[src/rtl/pldc_pkg.sv]
// Package for the quick link drop configuration register bank
package pldc_pkg;

    // Register indices; byte address is four times the index
    localparam logic [7:0] IDX_FAST_DROP_CONFIG    = 8'h2d;
    localparam logic [7:0] IDX_FAST_DROP_THRESHOLD = 8'h2e;
    localparam logic [7:0] IDX_GENERAL_CONFIG_FOUR = 8'h31;
    localparam logic [7:0] IDX_MAC_PORT_CONTROL    = 8'h32;
    localparam logic [7:0] IDX_IRQ_STATUS          = 8'h3a;
    localparam logic [7:0] IDX_IRQ_MASK            = 8'h3b;

    // Field positions
    localparam int FORCE_DROP_BIT   = 15;
    localparam int DROP_ENABLE_BIT  = 14;
    localparam int CAUSE_LSB        = 8;
    localparam int SOURCE_LSB       = 0;
    localparam int THR_RSVD_HI_LSB  = 8;
    localparam int THR_RSVD_LO_LSB  = 4;
    localparam int ENERGY_THR_LSB   = 0;
    localparam int GENERAL_CONFIG_FOUR_ONE_BIT     = 12;
    localparam int GENERAL_CONFIG_FOUR_RSVD_RW_BIT = 8;
    localparam int TEST_ENTRY_BIT   = 7;
    localparam int NEG_TIMER_LSB    = 5;
    localparam int GENERAL_CONFIG_FOUR_FIXED_LSB   = 1;
    localparam int MIRROR_BIT       = 0;
    localparam int MAC_ENABLE_BIT   = 7;
    localparam int RX_MID_LSB       = 5;
    localparam int TX_MID_LSB       = 3;

    // Values after reset and fixed read patterns
    localparam logic [2:0] RST_ENERGY_THR       = 3'h1;
    localparam logic [2:0] RST_ENERGY_THR_STRAP = 3'h2;
    localparam logic [2:0] RST_THR_RSVD         = 3'h2;
    localparam logic [1:0] RST_NEG_TIMER        = 2'h1;
    localparam logic [1:0] RST_FIFO_MID         = 2'h2;
    localparam logic       RST_MAC_ENABLE       = 1'h1;
    localparam logic [3:0] GENERAL_CONFIG_FOUR_FIXED           = 4'h8;

    // Receive-control strap modes that request internal test mode
    localparam logic [1:0] RXC_MODE1 = 2'h1;
    localparam logic [1:0] RXC_MODE2 = 2'h2;

    // Negotiation timer selections
    localparam logic [1:0] NEG_SEL_16MS  = 2'h0;
    localparam logic [1:0] NEG_SEL_2US   = 2'h1;
    localparam logic [1:0] NEG_SEL_800US = 2'h2;
    localparam logic [1:0] NEG_SEL_11MS  = 2'h3;

    // Times and clock rate
    localparam int CLK_MHZ     = 10;
    localparam int T_2US_US    = 2;
    localparam int T_800US_US  = 800;
    localparam int T_11MS_US   = 11000;
    localparam int T_16MS_US   = 16000;
    localparam int CYC_2US     = T_2US_US * CLK_MHZ;
    localparam logic [1:0] STRAP_SETTLE = 2'h2;

    // Detector inputs from the link monitors
    typedef struct packed {
        logic       desync_loss;
        logic       rx_errors;
        logic       mlt3_errors;
        logic       snr_low;
        logic       no_signal;
        logic [7:0] energy_acc;
    } pldc_det_type;

    // Strap pins
    typedef struct packed {
        logic [1:0] rx_ctrl;
        logic       mirror;
        logic       mac_enable;
        logic       drop_enable;
    } pldc_strap_type;

    // Whole state of the register bank
    typedef struct packed {
        pldc_strap_type strap_s1;
        pldc_strap_type strap_s2;
        logic [1:0]     settle;
        logic           strap_done;
        logic           test_req;
        logic           force_drop;
        logic           drop_enable;
        logic [4:0]     cause;
        logic [4:0]     source_mask;
        logic [2:0]     thr_rsvd_hi;
        logic [2:0]     thr_rsvd_lo;
        logic [2:0]     energy_thr;
        logic           general_config_four_rsvd;
        logic           test_entry;
        logic [1:0]     neg_sel;
        logic           mirror;
        logic           mac_enable;
        logic [1:0]     rx_mid;
        logic [1:0]     tx_mid;
        logic [5:0]     irq_sts;
        logic [5:0]     irq_msk;
        logic [31:0]    prdata;
        logic           pslverr;
        logic [17:0]    tmr_cnt;
        logic           tmr_done;
        logic           drop;
    } pldc_state_type;

    localparam pldc_state_type RST_STATE = '{
        thr_rsvd_hi: RST_THR_RSVD,
        thr_rsvd_lo: RST_THR_RSVD,
        energy_thr:  RST_ENERGY_THR,
        neg_sel:     RST_NEG_TIMER,
        mac_enable:  RST_MAC_ENABLE,
        rx_mid:      RST_FIFO_MID,
        tx_mid:      RST_FIFO_MID,
        default:     '0
    };

endpackage

[src/rtl/pldc_regs.sv]
// Quick link drop and port configuration registers behind an APB slave
//
// Contract
// - Force-drop bit set drops the link whenever no signal is received.
// - Cause flags latch high when an enabled criterion drops the link.
// - Each of five drop sources is enabled by its own mask bit.
// - Energy-loss criterion asserts when accumulator is below threshold.
// - Strap-enabled quick drop resets threshold to two; software rewrites.
// - Receive-control strap mode1 or mode2 sets internal test entry bit.
// - Low test request output shows the strap asked for test entry.
// - Negotiation timer field selects 16 ms, 2 us, 800 us or 11 ms.
// - Config four bits 4 to 1 ignore writes and read as 1000.
// - Port-mirror bit enables mirroring; reset value comes from a strap.
// - MAC interface enable bit; resets to one or to its strap.
// - Two-bit receive FIFO mid-level threshold, reset value 10.
// - Two-bit transmit FIFO mid-level threshold, reset value 10.
//
// Our own choice: register access over APB.
`timescale 1ns/1ps
module pldc_regs #(
    parameter int unsigned CYC_800US = pldc_pkg::T_800US_US * pldc_pkg::CLK_MHZ,
    parameter int unsigned CYC_11MS  = pldc_pkg::T_11MS_US * pldc_pkg::CLK_MHZ,
    parameter int unsigned CYC_16MS  = pldc_pkg::T_16MS_US * pldc_pkg::CLK_MHZ,
    parameter bit          MAC_EN_STRAPPED = 1'b0
) (
    // Clock and reset
    input  wire logic                     mclk_i,
    input  wire logic                     nrst_i,
    // APB slave
    input  wire logic                     psel_i,
    input  wire logic                     penable_i,
    input  wire logic                     pwrite_i,
    input  wire logic [9:0]               paddr_i,
    input  wire logic [31:0]              pwdata_i,
    input  wire logic [3:0]               pstrb_i,
    output logic      [31:0]              prdata_o,
    output logic                          pready_o,
    output logic                          pslverr_o,
    // Link detectors and straps
    input  wire pldc_pkg::pldc_det_type   det_i,
    input  wire pldc_pkg::pldc_strap_type strap_i,
    input  wire logic                     neg_timer_start_i,
    // Controls towards the PHY core
    output logic                          link_drop_o,
    output logic                          int_test_mode_o,
    output logic                          test_entry_req_n_o,
    output logic                          port_mirror_o,
    output logic                          mac_if_enable_o,
    output logic      [1:0]               rx_fifo_mid_level_o,
    output logic      [1:0]               tx_fifo_mid_level_o,
    output logic                          neg_timer_done_o,
    // Interrupt
    output logic                          irq_o
);

    localparam int TMR_2US_CHECK = pldc_pkg::CYC_2US;

    pldc_pkg::pldc_state_type s;
    pldc_pkg::pldc_state_type n;

    logic        setup;
    logic        access;
    logic [7:0]  idx;
    logic        mapped;
    logic [15:0] rval;
    logic [15:0] wval;
    logic        energy_low;
    logic [4:0]  crit;
    logic [4:0]  hit;

    // Strap modes that ask for internal test entry
    function automatic logic rxc_test(input logic [1:0] rx);
        rxc_test = (rx == pldc_pkg::RXC_MODE1) || (rx == pldc_pkg::RXC_MODE2);
    endfunction

    // Decode of implemented register indices
    function automatic logic is_mapped(input logic [7:0] i);
        case (i)
            pldc_pkg::IDX_FAST_DROP_CONFIG,
            pldc_pkg::IDX_FAST_DROP_THRESHOLD,
            pldc_pkg::IDX_GENERAL_CONFIG_FOUR,
            pldc_pkg::IDX_MAC_PORT_CONTROL,
            pldc_pkg::IDX_IRQ_STATUS,
            pldc_pkg::IDX_IRQ_MASK: is_mapped = 1'b1;
            default: is_mapped = 1'b0;
        endcase
    endfunction

    // Timer length in cycles for a selection
    function automatic logic [17:0] tmr_len(input logic [1:0] sel);
        case (sel)
            pldc_pkg::NEG_SEL_2US:   tmr_len = 18'(pldc_pkg::CYC_2US);
            pldc_pkg::NEG_SEL_800US: tmr_len = 18'(CYC_800US);
            pldc_pkg::NEG_SEL_11MS:  tmr_len = 18'(CYC_11MS);
            default:                 tmr_len = 18'(CYC_16MS);
        endcase
    endfunction

    // Read view of one register; bits with no field read as zero
    function automatic logic [15:0] rd16(input logic [7:0] i,
                                         input pldc_pkg::pldc_state_type st);
        logic [15:0] v;
        v = 16'h0000;
        case (i)
            pldc_pkg::IDX_FAST_DROP_CONFIG: begin
                v[pldc_pkg::FORCE_DROP_BIT]       = st.force_drop;
                v[pldc_pkg::DROP_ENABLE_BIT]      = st.drop_enable;
                v[pldc_pkg::CAUSE_LSB +: 5]       = st.cause;
                v[pldc_pkg::SOURCE_LSB +: 5]      = st.source_mask;
            end
            pldc_pkg::IDX_FAST_DROP_THRESHOLD: begin
                v[pldc_pkg::THR_RSVD_HI_LSB +: 3] = st.thr_rsvd_hi;
                v[pldc_pkg::THR_RSVD_LO_LSB +: 3] = st.thr_rsvd_lo;
                v[pldc_pkg::ENERGY_THR_LSB +: 3]  = st.energy_thr;
            end
            pldc_pkg::IDX_GENERAL_CONFIG_FOUR: begin
                v[pldc_pkg::GENERAL_CONFIG_FOUR_ONE_BIT]         = 1'b1;
                v[pldc_pkg::GENERAL_CONFIG_FOUR_RSVD_RW_BIT]     = st.general_config_four_rsvd;
                v[pldc_pkg::TEST_ENTRY_BIT]       = st.test_entry;
                v[pldc_pkg::NEG_TIMER_LSB +: 2]   = st.neg_sel;
                v[pldc_pkg::GENERAL_CONFIG_FOUR_FIXED_LSB +: 4]  = pldc_pkg::GENERAL_CONFIG_FOUR_FIXED;
                v[pldc_pkg::MIRROR_BIT]           = st.mirror;
            end
            pldc_pkg::IDX_MAC_PORT_CONTROL: begin
                v[pldc_pkg::MAC_ENABLE_BIT]       = st.mac_enable;
                v[pldc_pkg::RX_MID_LSB +: 2]      = st.rx_mid;
                v[pldc_pkg::TX_MID_LSB +: 2]      = st.tx_mid;
            end
            pldc_pkg::IDX_IRQ_STATUS: v[5:0] = st.irq_sts;
            pldc_pkg::IDX_IRQ_MASK:   v[5:0] = st.irq_msk;
            default:                  v = 16'h0000;
        endcase
        rd16 = v;
    endfunction

    // Byte-lane merge of write data over the current value
    function automatic logic [15:0] wmerge(input logic [15:0] old,
                                           input logic [15:0] wd,
                                           input logic [1:0]  strb);
        logic [15:0] v;
        v = old;
        if (strb[0]) begin
            v[7:0] = wd[7:0];
        end
        if (strb[1]) begin
            v[15:8] = wd[15:8];
        end
        wmerge = v;
    endfunction

    // Bus phase decode
    assign setup  = psel_i && !penable_i;
    assign access = psel_i && penable_i;
    assign idx    = paddr_i[9:2];
    assign mapped = (paddr_i[1:0] == 2'b00) && is_mapped(idx);
    assign rval   = rd16(idx, s);
    assign wval   = wmerge(rval, pwdata_i[15:0], pstrb_i[1:0]);

    assign energy_low = det_i.energy_acc < {5'h00, s.energy_thr};
    assign crit = {det_i.desync_loss, det_i.rx_errors, det_i.mlt3_errors,
                   det_i.snr_low, energy_low};
    assign hit = s.drop_enable ? (crit & s.source_mask) : 5'h00;

    // Next-state logic
    always_comb begin
        n = s;
        // Two-stage strap synchroniser
        n.strap_s1 = strap_i;
        n.strap_s2 = s.strap_s1;

        // Straps taken once, after the synchroniser has settled
        if (!s.strap_done) begin
            if (s.settle == pldc_pkg::STRAP_SETTLE) begin
                n.strap_done = 1'b1;
                n.test_req   = rxc_test(s.strap_s2.rx_ctrl);
                n.test_entry = rxc_test(s.strap_s2.rx_ctrl);
                n.mirror     = s.strap_s2.mirror;
                if (MAC_EN_STRAPPED) begin
                    n.mac_enable = s.strap_s2.mac_enable;
                end
                if (s.strap_s2.drop_enable) begin
                    n.energy_thr = pldc_pkg::RST_ENERGY_THR_STRAP;
                end
            end else begin
                n.settle = s.settle + 2'h1;
            end
        end

        // Read data and error captured in setup, shown in access
        if (setup) begin
            n.prdata  = {16'h0000, (mapped && !pwrite_i) ? rval : 16'h0000};
            n.pslverr = !mapped;
        end

        // Register writes on the access cycle
        if (access && pwrite_i && mapped) begin
            case (idx)
                pldc_pkg::IDX_FAST_DROP_CONFIG: begin
                    n.force_drop  = wval[pldc_pkg::FORCE_DROP_BIT];
                    n.drop_enable = wval[pldc_pkg::DROP_ENABLE_BIT];
                    n.source_mask = wval[pldc_pkg::SOURCE_LSB +: 5];
                end
                pldc_pkg::IDX_FAST_DROP_THRESHOLD: begin
                    n.thr_rsvd_hi = wval[pldc_pkg::THR_RSVD_HI_LSB +: 3];
                    n.thr_rsvd_lo = wval[pldc_pkg::THR_RSVD_LO_LSB +: 3];
                    n.energy_thr  = wval[pldc_pkg::ENERGY_THR_LSB +: 3];
                end
                pldc_pkg::IDX_GENERAL_CONFIG_FOUR: begin
                    n.general_config_four_rsvd  = wval[pldc_pkg::GENERAL_CONFIG_FOUR_RSVD_RW_BIT];
                    n.test_entry = wval[pldc_pkg::TEST_ENTRY_BIT];
                    n.neg_sel    = wval[pldc_pkg::NEG_TIMER_LSB +: 2];
                    n.mirror     = wval[pldc_pkg::MIRROR_BIT];
                end
                pldc_pkg::IDX_MAC_PORT_CONTROL: begin
                    n.mac_enable = wval[pldc_pkg::MAC_ENABLE_BIT];
                    n.rx_mid     = wval[pldc_pkg::RX_MID_LSB +: 2];
                    n.tx_mid     = wval[pldc_pkg::TX_MID_LSB +: 2];
                end
                pldc_pkg::IDX_IRQ_MASK: n.irq_msk = wval[5:0];
                default: n.irq_msk = s.irq_msk;
            endcase
        end

        // clear on read only what the read returned
        if (access && !pwrite_i && mapped) begin
            if (idx == pldc_pkg::IDX_FAST_DROP_CONFIG) begin
                n.cause = s.cause & ~s.prdata[pldc_pkg::CAUSE_LSB +: 5];
            end
            if (idx == pldc_pkg::IDX_IRQ_STATUS) begin
                n.irq_sts = s.irq_sts & ~s.prdata[5:0];
            end
        end

        // latch causes; a set wins over a clear
        n.cause   = n.cause | hit;
        n.irq_sts = n.irq_sts | {s.tmr_done, hit};

        // negotiation timer, restarted by each start pulse
        if (neg_timer_start_i) begin
            n.tmr_cnt = tmr_len(s.neg_sel);
        end else if (s.tmr_cnt != 18'h00000) begin
            n.tmr_cnt = s.tmr_cnt - 18'h00001;
        end
        n.tmr_done = !neg_timer_start_i && (s.tmr_cnt == 18'h00001);

        // drop when forced and no signal, or on an enabled cause
        n.drop = (|hit) || (s.force_drop && det_i.no_signal);
    end

    // State register; strap-dependent values are loaded after release
    always_ff @(posedge mclk_i or negedge nrst_i) begin
        if (!nrst_i) begin
            s <= pldc_pkg::RST_STATE;
        end else begin
            s <= n;
        end
    end

    // Outputs
    assign prdata_o            = s.prdata;
    assign pready_o            = access;   // Zero wait states
    assign pslverr_o           = access && s.pslverr;
    assign link_drop_o         = s.drop;
    assign int_test_mode_o     = s.test_entry;
    assign test_entry_req_n_o  = !s.test_req;
    assign port_mirror_o       = s.mirror;
    assign mac_if_enable_o     = s.mac_enable;
    assign rx_fifo_mid_level_o = s.rx_mid;
    assign tx_fifo_mid_level_o = s.tx_mid;
    assign neg_timer_done_o    = s.tmr_done;
    // Level interrupt from unmasked sticky events
    assign irq_o               = |(s.irq_sts & s.irq_msk);
endmodule

[config.mk]
export PLATFORM = sky130hd
export DESIGN_NAME = pldc_regs
export DESIGN_NICKNAME = d
export VERILOG_FILES = /design/src/rtl/pldc_pkg.sv /design/src/rtl/pldc_regs.sv
export SDC_FILE = /design/constraint.sdc
export NUM_CORES = 1
export LEC_CHECK = 0
export BUFFER_PORTS_ARGS = -buffer_cell sky130_fd_sc_hd__buf_2
export CAP_MARGIN = 20
export CORE_UTILIZATION = 49
export DETAILED_ROUTE_END_ITERATION = 8
export PLACE_DENSITY_LB_ADDON = 0.1
export SETUP_SLACK_MARGIN = 0.3
export SLEW_MARGIN = 20
export SYNTH_ARGS = -nofsm -noshare
export SYNTH_HDL_FRONTEND = slang
export SYNTH_SLANG_ARGS = --single-unit
[constraint.sdc]
create_clock -name mclk_i -period 2.8 [get_ports mclk_i]
set_clock_uncertainty 0.05 [all_clocks]
set_input_delay 0.14 -clock mclk_i [delete_from_list [all_inputs] [get_ports mclk_i]]
set_output_delay 0.14 -clock mclk_i [all_outputs]
set_load 0.02 [all_outputs]
After elaboration in Yosys (flattened, before gate mapping)
Index checks and enable logic that the tools add are counted.
{ "totals": {"elab_cells": 123, "out_inout_bits": 45, "regBits": 92} }
{ "op_classes": {"eq_ne": 13, "n_bitwise": 10, "addsub": 2, "reduce_logical": 31, "n_lt_le_gt_ge": 1, "muxes": 36} }
{ "ops": {"columns": ["op", "count"], "rows": [
  ["$pmux W18 S3", 1],
  ["$eq A8 B6 Y1 const B", 6],
  ["$mux W18", 2],
  ["$mux W5", 5],
  ["$eq A18 B1 Y1 const B", 1],
  ["$reduce_bool A18 Y1", 1],
  ["$sub A18 B1 Y18 const B", 1],
  ["$mux W16", 1],
  ["$mux W8", 2],
  ["$pmux W3 S5", 1],
  ["$reduce_and A2 Y1", 7],
  ["$mux W13", 1],
  ["$and A6 B6 Y6", 2],
  ["$mux W3", 4],
  ["$mux W6", 2],
  ["$reduce_or A6 Y1", 2],
  ["$logic_and A1 B1 Y1", 11],
  ["$and A5 B5 Y5", 2],
  ["$eq A2 B2 Y1 const B", 4],
  ["$lt A8 B3 Y1", 1],
  ["$mux W1", 6],
  ["$mux W2", 3],
  ["$not A6 Y6", 1],
  ["$or A6 B6 Y6", 1],
  ["other kinds (16)", 25]
]} }

Logic depth before layout (Yosys ltp)
Gate-level depths: netlist of the first run.
{ "logic_depth": {"ltp_word": 7, "mapped_depth": 7, "mapped_depth_nobuf": 6} }

Least setup slack after synthesis of the first run
No wires, ideal clock.
{ "synth_timing": {"kind": "register to register", "start": "reg s[2] (netlist name)", "end": "reg s[18] (netlist name)", "period_less_slack_ps": 1892, "required_time_ps": 2626, "n_path_buf": 0, "path_stages_with_launch": 7, "path_slack_ps": 908, "t_arrival_ps": 1718, "setup_ps": 124, "path_cell_list": "dfrtp_1 -> inv_1 -> ha_1 -> nor3b_4 -> nand3_1 -> o31a_1 -> o31a_1"} }
{ "synth_via": {"elab_chain_len": 3} }
{ "synth_rtl": {"columns": ["element", "line_no", "source"], "rows": [
  ["start: declaration", "pldc_regs.sv:58", "pldc_pkg::pldc_state_type s;"],
  ["start signal: assignment", "pldc_regs.sv:253", "s <= pldc_pkg::RST_STATE;"],
  ["start signal: assignment", "pldc_regs.sv:255", "s <= n;"],
  ["$sub A18 B1 Y18", "pldc_regs.sv:242", "n.tmr_cnt = s.tmr_cnt - 18'h00001;"],
  ["$mux W18", "pldc_regs.sv:241", "end else if (s.tmr_cnt != 18'h00000) begin"],
  ["$mux W18", "pldc_regs.sv:239", "if (neg_timer_start_i) begin"]
]} }
Several ways; a longest one is shown, not always the timed one. The select of a mux whose other input is x is not followed.
A chain may end at the register's enable or synchronous reset.

Worst setup path after layout of the first run
{ "layout_timing": {"start": "reg s[2] (netlist name)", "end": "reg s[2] (netlist name)"} }
The elaborated chain is that of the path after synthesis.

==> reports/metrics.cfg, run 1 <==
[clocking]
ctsResizeCount = 0
clock_tree.buffer_depth = 2
cts_root_buf = clkbuf_8
clk_pin_slew_worst_paths_ns = 0.10
cts_buffers = 9
cts_tree = done
post_cts_buffers = 0
clock_latency_ns = 0.37
h-tree-depth = 3
cts_hold_buf = 10
clock-sinks = 91

[worst_hold_path]
holdPathStages = 2
hp-class = in2reg
holdCritStartpoint = det_i[12]
hold_end = s[93]

[place]
gp_congestion = 0.830
portBuffers = 75
dpl.hpwl_mm = 9.90

[cells_and_area]
layout.cells.most_common = dfrtp_1
diodes = 0
layout_common_cells = 84 x dfrtp_1, 74 x buf_2, 35 x o21ai_0
drive_gt1_share_pct = 23.4
area_growth_pct = 11.8
nets = 655
fillers = 952

[timing]
worstMarginPinSlew_ns = 0.723
final.min_clock_period_ns = 2.26
finalSetupViolCount = 0
slew_violations = 0
hold_slack_ns = 0.0162
rsz0062_at_grt = no
hold_viol_final = 0
maxSlewHeadroom_pct = 51.8
tns_ns = 0
max_freq_mhz = 443
fin_crit_sh_pct = 80.6

[synth]
synth_edf_count = 0
synth_top_family_by_area = compound AO/OA/AOI/OAI gates
synth_area_leader_cell = dfrtp_1
synth-xor-area-share_pct = 1.51
synth_compound_area_share_pct = 20.8
synthTopCellsByArea = dfrtp_1 40%, buf_4 5.3%, dfstp_2 3.5%
yosys.area_share.adder_pct = 2.39
synthCells = 516
synth.mux.area_fraction_pct = 3.57
yosys.area.top_type_share_pct = 40.2
synth-simple-area-share_pct = 19.1
synth_cell_types = 74
ys_ff_latch = 91
async_flop_share_pct = 100
synth-seq-area-share_pct = 43.7
yosysWarnings = 0
synth_ff_type = dfrtp_1
syn_area_per_cell_um2 = 10.1
syn_area_mm2 = 0.00523

[worst_setup_path]
cp_max_fo = 10
required_ns = 3.03
reg2reg_to = s[2]
reg2reg_depth = 6
startpoint_type = flop
cp.arrival_ns = 2.49
critPathKind = reg2reg
rrSetupSlack_ns = 0.54
r2r-start = s[2]
endpoint_kind = flop

[routing]
drtIter0Drc = 363
first_pass_iters = 5
vias_per_cell = 5.93
drtAntennaViolNets = 0
drt_wl_total_mm = 13.3
routed.top_layer = met4
met2_length_mm = 6.07
drc_errors = 0
vias = 4249
met3WireLength_um = 748
drt-met1-wl_mm = 6.27
wl_per_cell_um = 18.6

[floorplan]
start_util_pct = 50.6
coreArea_mm2 = 0.0103
die_h_um = 105
num_rows = 37
pin_count = 115
die_w_um = 105
die_area_mm2 = 0.0111

[global_routing]
grt_max_degree = 53
grt-ovfl-total = 0
grt_pass1_vias = 4107
grt_antenna_before_repair = 0
grt_pass1_wl_mm = 21.8
grt_usage_pct = 25.5

[power_and_ir_drop]
design_power_total_uw = 2650
powerDensity_mw_per_mm2 = 454
comb_power_share_pct = 12.4
p_sw_share_pct = 27.2
irDropWorstVdd_mv = 0.196
p_int_uw = 1930
p_leak_uw = 0.00254
pwr-share-seq_pct = 52.1
clockPowerShare_pct = 35.6
switchingPower_uw = 720

[run]
cap_violations = 0

[run_status]
status = finished, final reports clean

==> final cells by class <==
cell class	count	area (um2)	area share [%]
tap	136	170	2.91
timing repair buffer	95	578	9.89
multi-input combinational	363	2540	43.5
clock inverter	5	60.1	1.03
clock buffer	11	151	2.59
inverter	15	56.3	0.963
sequential	91	2290	39.1
==> kinds of logic after synthesis <==
logic type                 count (synthesis)
AOI/OAI and AO/OA                        147
and+or+nand+nor                          162
DFF                                       91
buffers and inverters                     78
other                                      1
muxes                                     18
adders and majority gates                 10
xor gates and xnor gates                   9
==> cell usage after synthesis (11+ instances only) <==
cell / number
nand3_1: 24
dfrtp_1: 84
nor2_1: 13
inv_1: 14
clkbuf_1: 14
nand2_1: 32
a21oi_1: 15
o31ai_1: 21
mux2i_1: 13
nand2b_1: 11
o21ai_0: 35
buf_4: 37
==> stage by stage <==
| step | cells | area [um2] | setup slack [ns] | utilization (%) |
|---|---|---|---|---|
| after floorplan | 532 | 5290 | 0.908 | - |
| after global placement | 690 | 5530 | 0.633 | 53.6 |
| after detailed placement | 690 | 5530 | 0.593 | 53.6 |
| after CTS | 716 | 5850 | 0.559 | 56.6 |
| after global routing | 716 | 5850 | 0.338 | 56.6 |
| final | 716 | 5850 | 0.543 | 56.6 |
==> worst max-delay path by stage <==
stage          startpoint  endpoint  slack (ns)
6_report             s[2]      s[2]        0.54
3_5_place_dp         s[2]      s[2]        0.59
2_1_floorplan        s[2]     s[18]        0.91
5_1_grt              s[2]      s[3]        0.34
4_1_cts              s[2]      s[2]        0.56
3_3_place_gp         s[2]     s[18]        0.63
==> worst max-delay path, stage by stage, from the launching register on <==
cell,delay [ns]
dfrtp_1,0.45
inv_1,0.11
ha_1,0.21
nor3b_4,0.36
nand3_1,0.36
or2_2,0.45
o21ai_0,0.18
==> state kept, by name, summed over array words and instances (netlist names) <==
| signal | flops |
|---|---|
| mac_if_enable_o | 1 |
| prdata_o | 15 |
| int_test_mode_o | 1 |
| s | 63 |
| neg_timer_done_o | 1 |
| n | 4 |
| link_drop_o | 1 |
| tx_fifo_mid_level_o | 2 |
| rx_fifo_mid_level_o | 2 |
| port_mirror_o | 1 |
==> per-layer routing <==
layer / global-route usage [%] / vias to the layer above
li1: - / 1990
met1: 36.2 / 2094
met2: 39.5 / 146
met3: 4.14 / 19
met4: 9.15 / 0
met5: 0 / -
==> power by group through the flow <==
stage | logic (uW) | registers, uW | clock network (uW)
2_1_floorplan | 216 | 1400 | 0
3_3_place_gp | 312 | 1400 | 0
3_5_place_dp | 317 | 1410 | 0
4_1_cts | 328 | 1380 | 966
5_1_grt | 360 | 1390 | 1010
6_report | 328 | 1380 | 944
Note: power is estimated with default switching activity, not from simulation.
==> inputs of run 2 (changes only) <==
==> constraint.sdc (replaced) <==
create_clock -name mclk_i -period 1.9 [get_ports mclk_i]
set_clock_uncertainty 0.05 [all_clocks]
set_input_delay 0.095 -clock mclk_i [delete_from_list [all_inputs] [get_ports mclk_i]]
set_output_delay 0.095 -clock mclk_i [all_outputs]
set_load 0.02 [all_outputs]
==> reports/metrics.cfg, run 2 (synthesis results as in run 1) <==
[run_status]
status = finished, final reports clean

[timing]
hold_viol_final = 0  ; unchanged
tns_ns = 0  ; unchanged
rsz0062_at_grt = yes
maxSlewHeadroom_pct = 52.3  ; +0.49 points
finalSetupViolCount = 0  ; unchanged
worstMarginPinSlew_ns = 0.716  ; -0.00739 ns
max_freq_mhz = 559  ; +26%
final.min_clock_period_ns = 1.79  ; -0.468 ns
fin_crit_sh_pct = 94.2  ; +14 points
slew_violations = 0  ; unchanged

[floorplan]
start_util_pct = 50.6  ; unchanged
coreArea_mm2 = 0.0103  ; unchanged
die_w_um = 105  ; unchanged
die_area_mm2 = 0.0111  ; unchanged
num_rows = 37  ; unchanged
die_h_um = 105  ; unchanged
pin_count = 115  ; unchanged

[clocking]
h-tree-depth = 3  ; unchanged
clock_latency_ns = 0.38  ; about the same
cts_root_buf = clkbuf_8
clock-sinks = 91  ; unchanged
cts_buffers = 9  ; unchanged
clk_pin_slew_worst_paths_ns = 0.10  ; about the same
clock_tree.buffer_depth = 2  ; unchanged
cts_tree = done

[routing]
drtAntennaViolNets = 0  ; unchanged
drtIter0Drc = 335  ; -7.7%
first_pass_iters = 5  ; unchanged
vias_per_cell = 5.90  ; -0.58%
drt_wl_total_mm = 14.3  ; +7.4%
wl_per_cell_um = 18.8  ; +1.1%
vias = 4490  ; +5.7%
drc_errors = 0  ; unchanged

[cells_and_area]
layout_common_cells = 83 x dfrtp_1, 74 x buf_2, 46 x buf_4
area_growth_pct = 20.2
diodes = 0  ; unchanged
drive_gt1_share_pct = 30.9  ; +7.4 points
layout.cells.most_common = dfrtp_1
finalInstanceArea_mm2 = 0.00629  ; +7.6%
top_register = s
largest_reg_flops = 63  ; unchanged
nets = 700  ; +6.9%

[place]
portBuffers = 75  ; unchanged
dpl.hpwl_mm = 10.5  ; +5.8%
placedInstanceArea_mm2 = 0.00580  ; +4.8%
gp_congestion = 0.863  ; +3.9%

[worst_setup_path]
cp.arrival_ns = 2.00  ; -0.49 ns
cp_max_fo = 4  ; -6
rrSetupSlack_ns = 0.11  ; -0.43 ns
startpoint_type = flop
endpoint_kind = flop
critPathKind = reg2reg
required_ns = 2.11  ; -0.92 ns

[worst_hold_path]
hp-class = in2reg

[power_and_ir_drop]
powerDensity_mw_per_mm2 = 616  ; +36%
p_leak_uw = 0.00275  ; +8.1%
irDropWorstVdd_mv = 0.365  ; +86%

[global_routing]
grt_usage_pct = 26.9  ; +1.3 points
grt_antenna_before_repair = 0  ; unchanged
grt_max_degree = 42  ; -21%
grt_pass1_vias = 4356  ; +6.1%
grt-ovfl-total = 0  ; unchanged
grt_pass1_wl_mm = 22.7  ; +4.1%

[run]
cap_violations = 0  ; unchanged

## run 2: cell count changes in the layout (fill, tap and decap cells not counted), moves of 3 or more
cell           delta
buf_6             +3
buf_4            +37
clkinvlp_4        +3
dlygate4sd3_1     +4
nor4_1            -3
## run 2: stage by stage
step                      util, %  hold slack (ns)  setup slack [ns]  std cells  power (uW)
after floorplan                 -           -0.251            0.0418        532        2390
after global placement       56.2           0.0528            0.0922        721        2580
after global routing         60.9           0.0107            0.0340        761        4010
after CTS                    59.7          0.00201             0.160        757        3850
after detailed placement     56.2           0.0565            0.0612        721        2590
final                        60.9          0.00688             0.111        761        3870
## run 2: worst max-delay path, cell delays in order, from the launching register on
cell	delay (ns)
dfrtp_1	0.42
inv_2	0.09
ha_4	0.15
nor3b_4	0.24
nand4_1	0.17
o31a_1	0.28
o311a_1	0.28
## run 2: final timing paths
path / from / endpoint / cells after the start
max in group asynchronous: nrst_i / s[71] / 3
min reg2reg: n[102] / s[102] / 0
min in group asynchronous: nrst_i / s[13] / 2
max: s[3] / s[16] / 6
min: pwdata_i[9] / s[82] / 4
max reg2reg: s[3] / s[16] / 6
## run 2: layer usage
metal | global-route usage (%) | vias up | routed length [um]
li1 | - | 2082 | -
met1 | 36.6 | 2180 | 6310
met2 | 42.2 | 201 | 6750
met3 | 4.39 | 27 | 925
met4 | 11.8 | 0 | 344
met5 | 0 | - | 0
## run 2: layout make-up
type | instances | area, um2
clock buffer | 9 | 124
clock inverter | 7 | 52.6
fill | 911 | 4040
inverter | 15 | 56.3
multi-input combinational | 363 | 2650
sequential | 91 | 2290
tap | 136 | 170
timing repair buffer | 140 | 950
## run 2: power by group
group	internal [uW]	switching [uW]	leakage, uW
logic	259	339	0.00153
registers	1980	56.3	0.00114
clock network	479	756	0.0000779
total	2720	1150	0.00275
## run 2: repair_timing
item                                    CTS  global route
endpoints found under the hold margin    49             0
gates resized for setup                   3            14
pin swaps                                 6            10
hold buffers                             14             0
endpoints found under the setup margin   20            33
setup buffers                             6             4
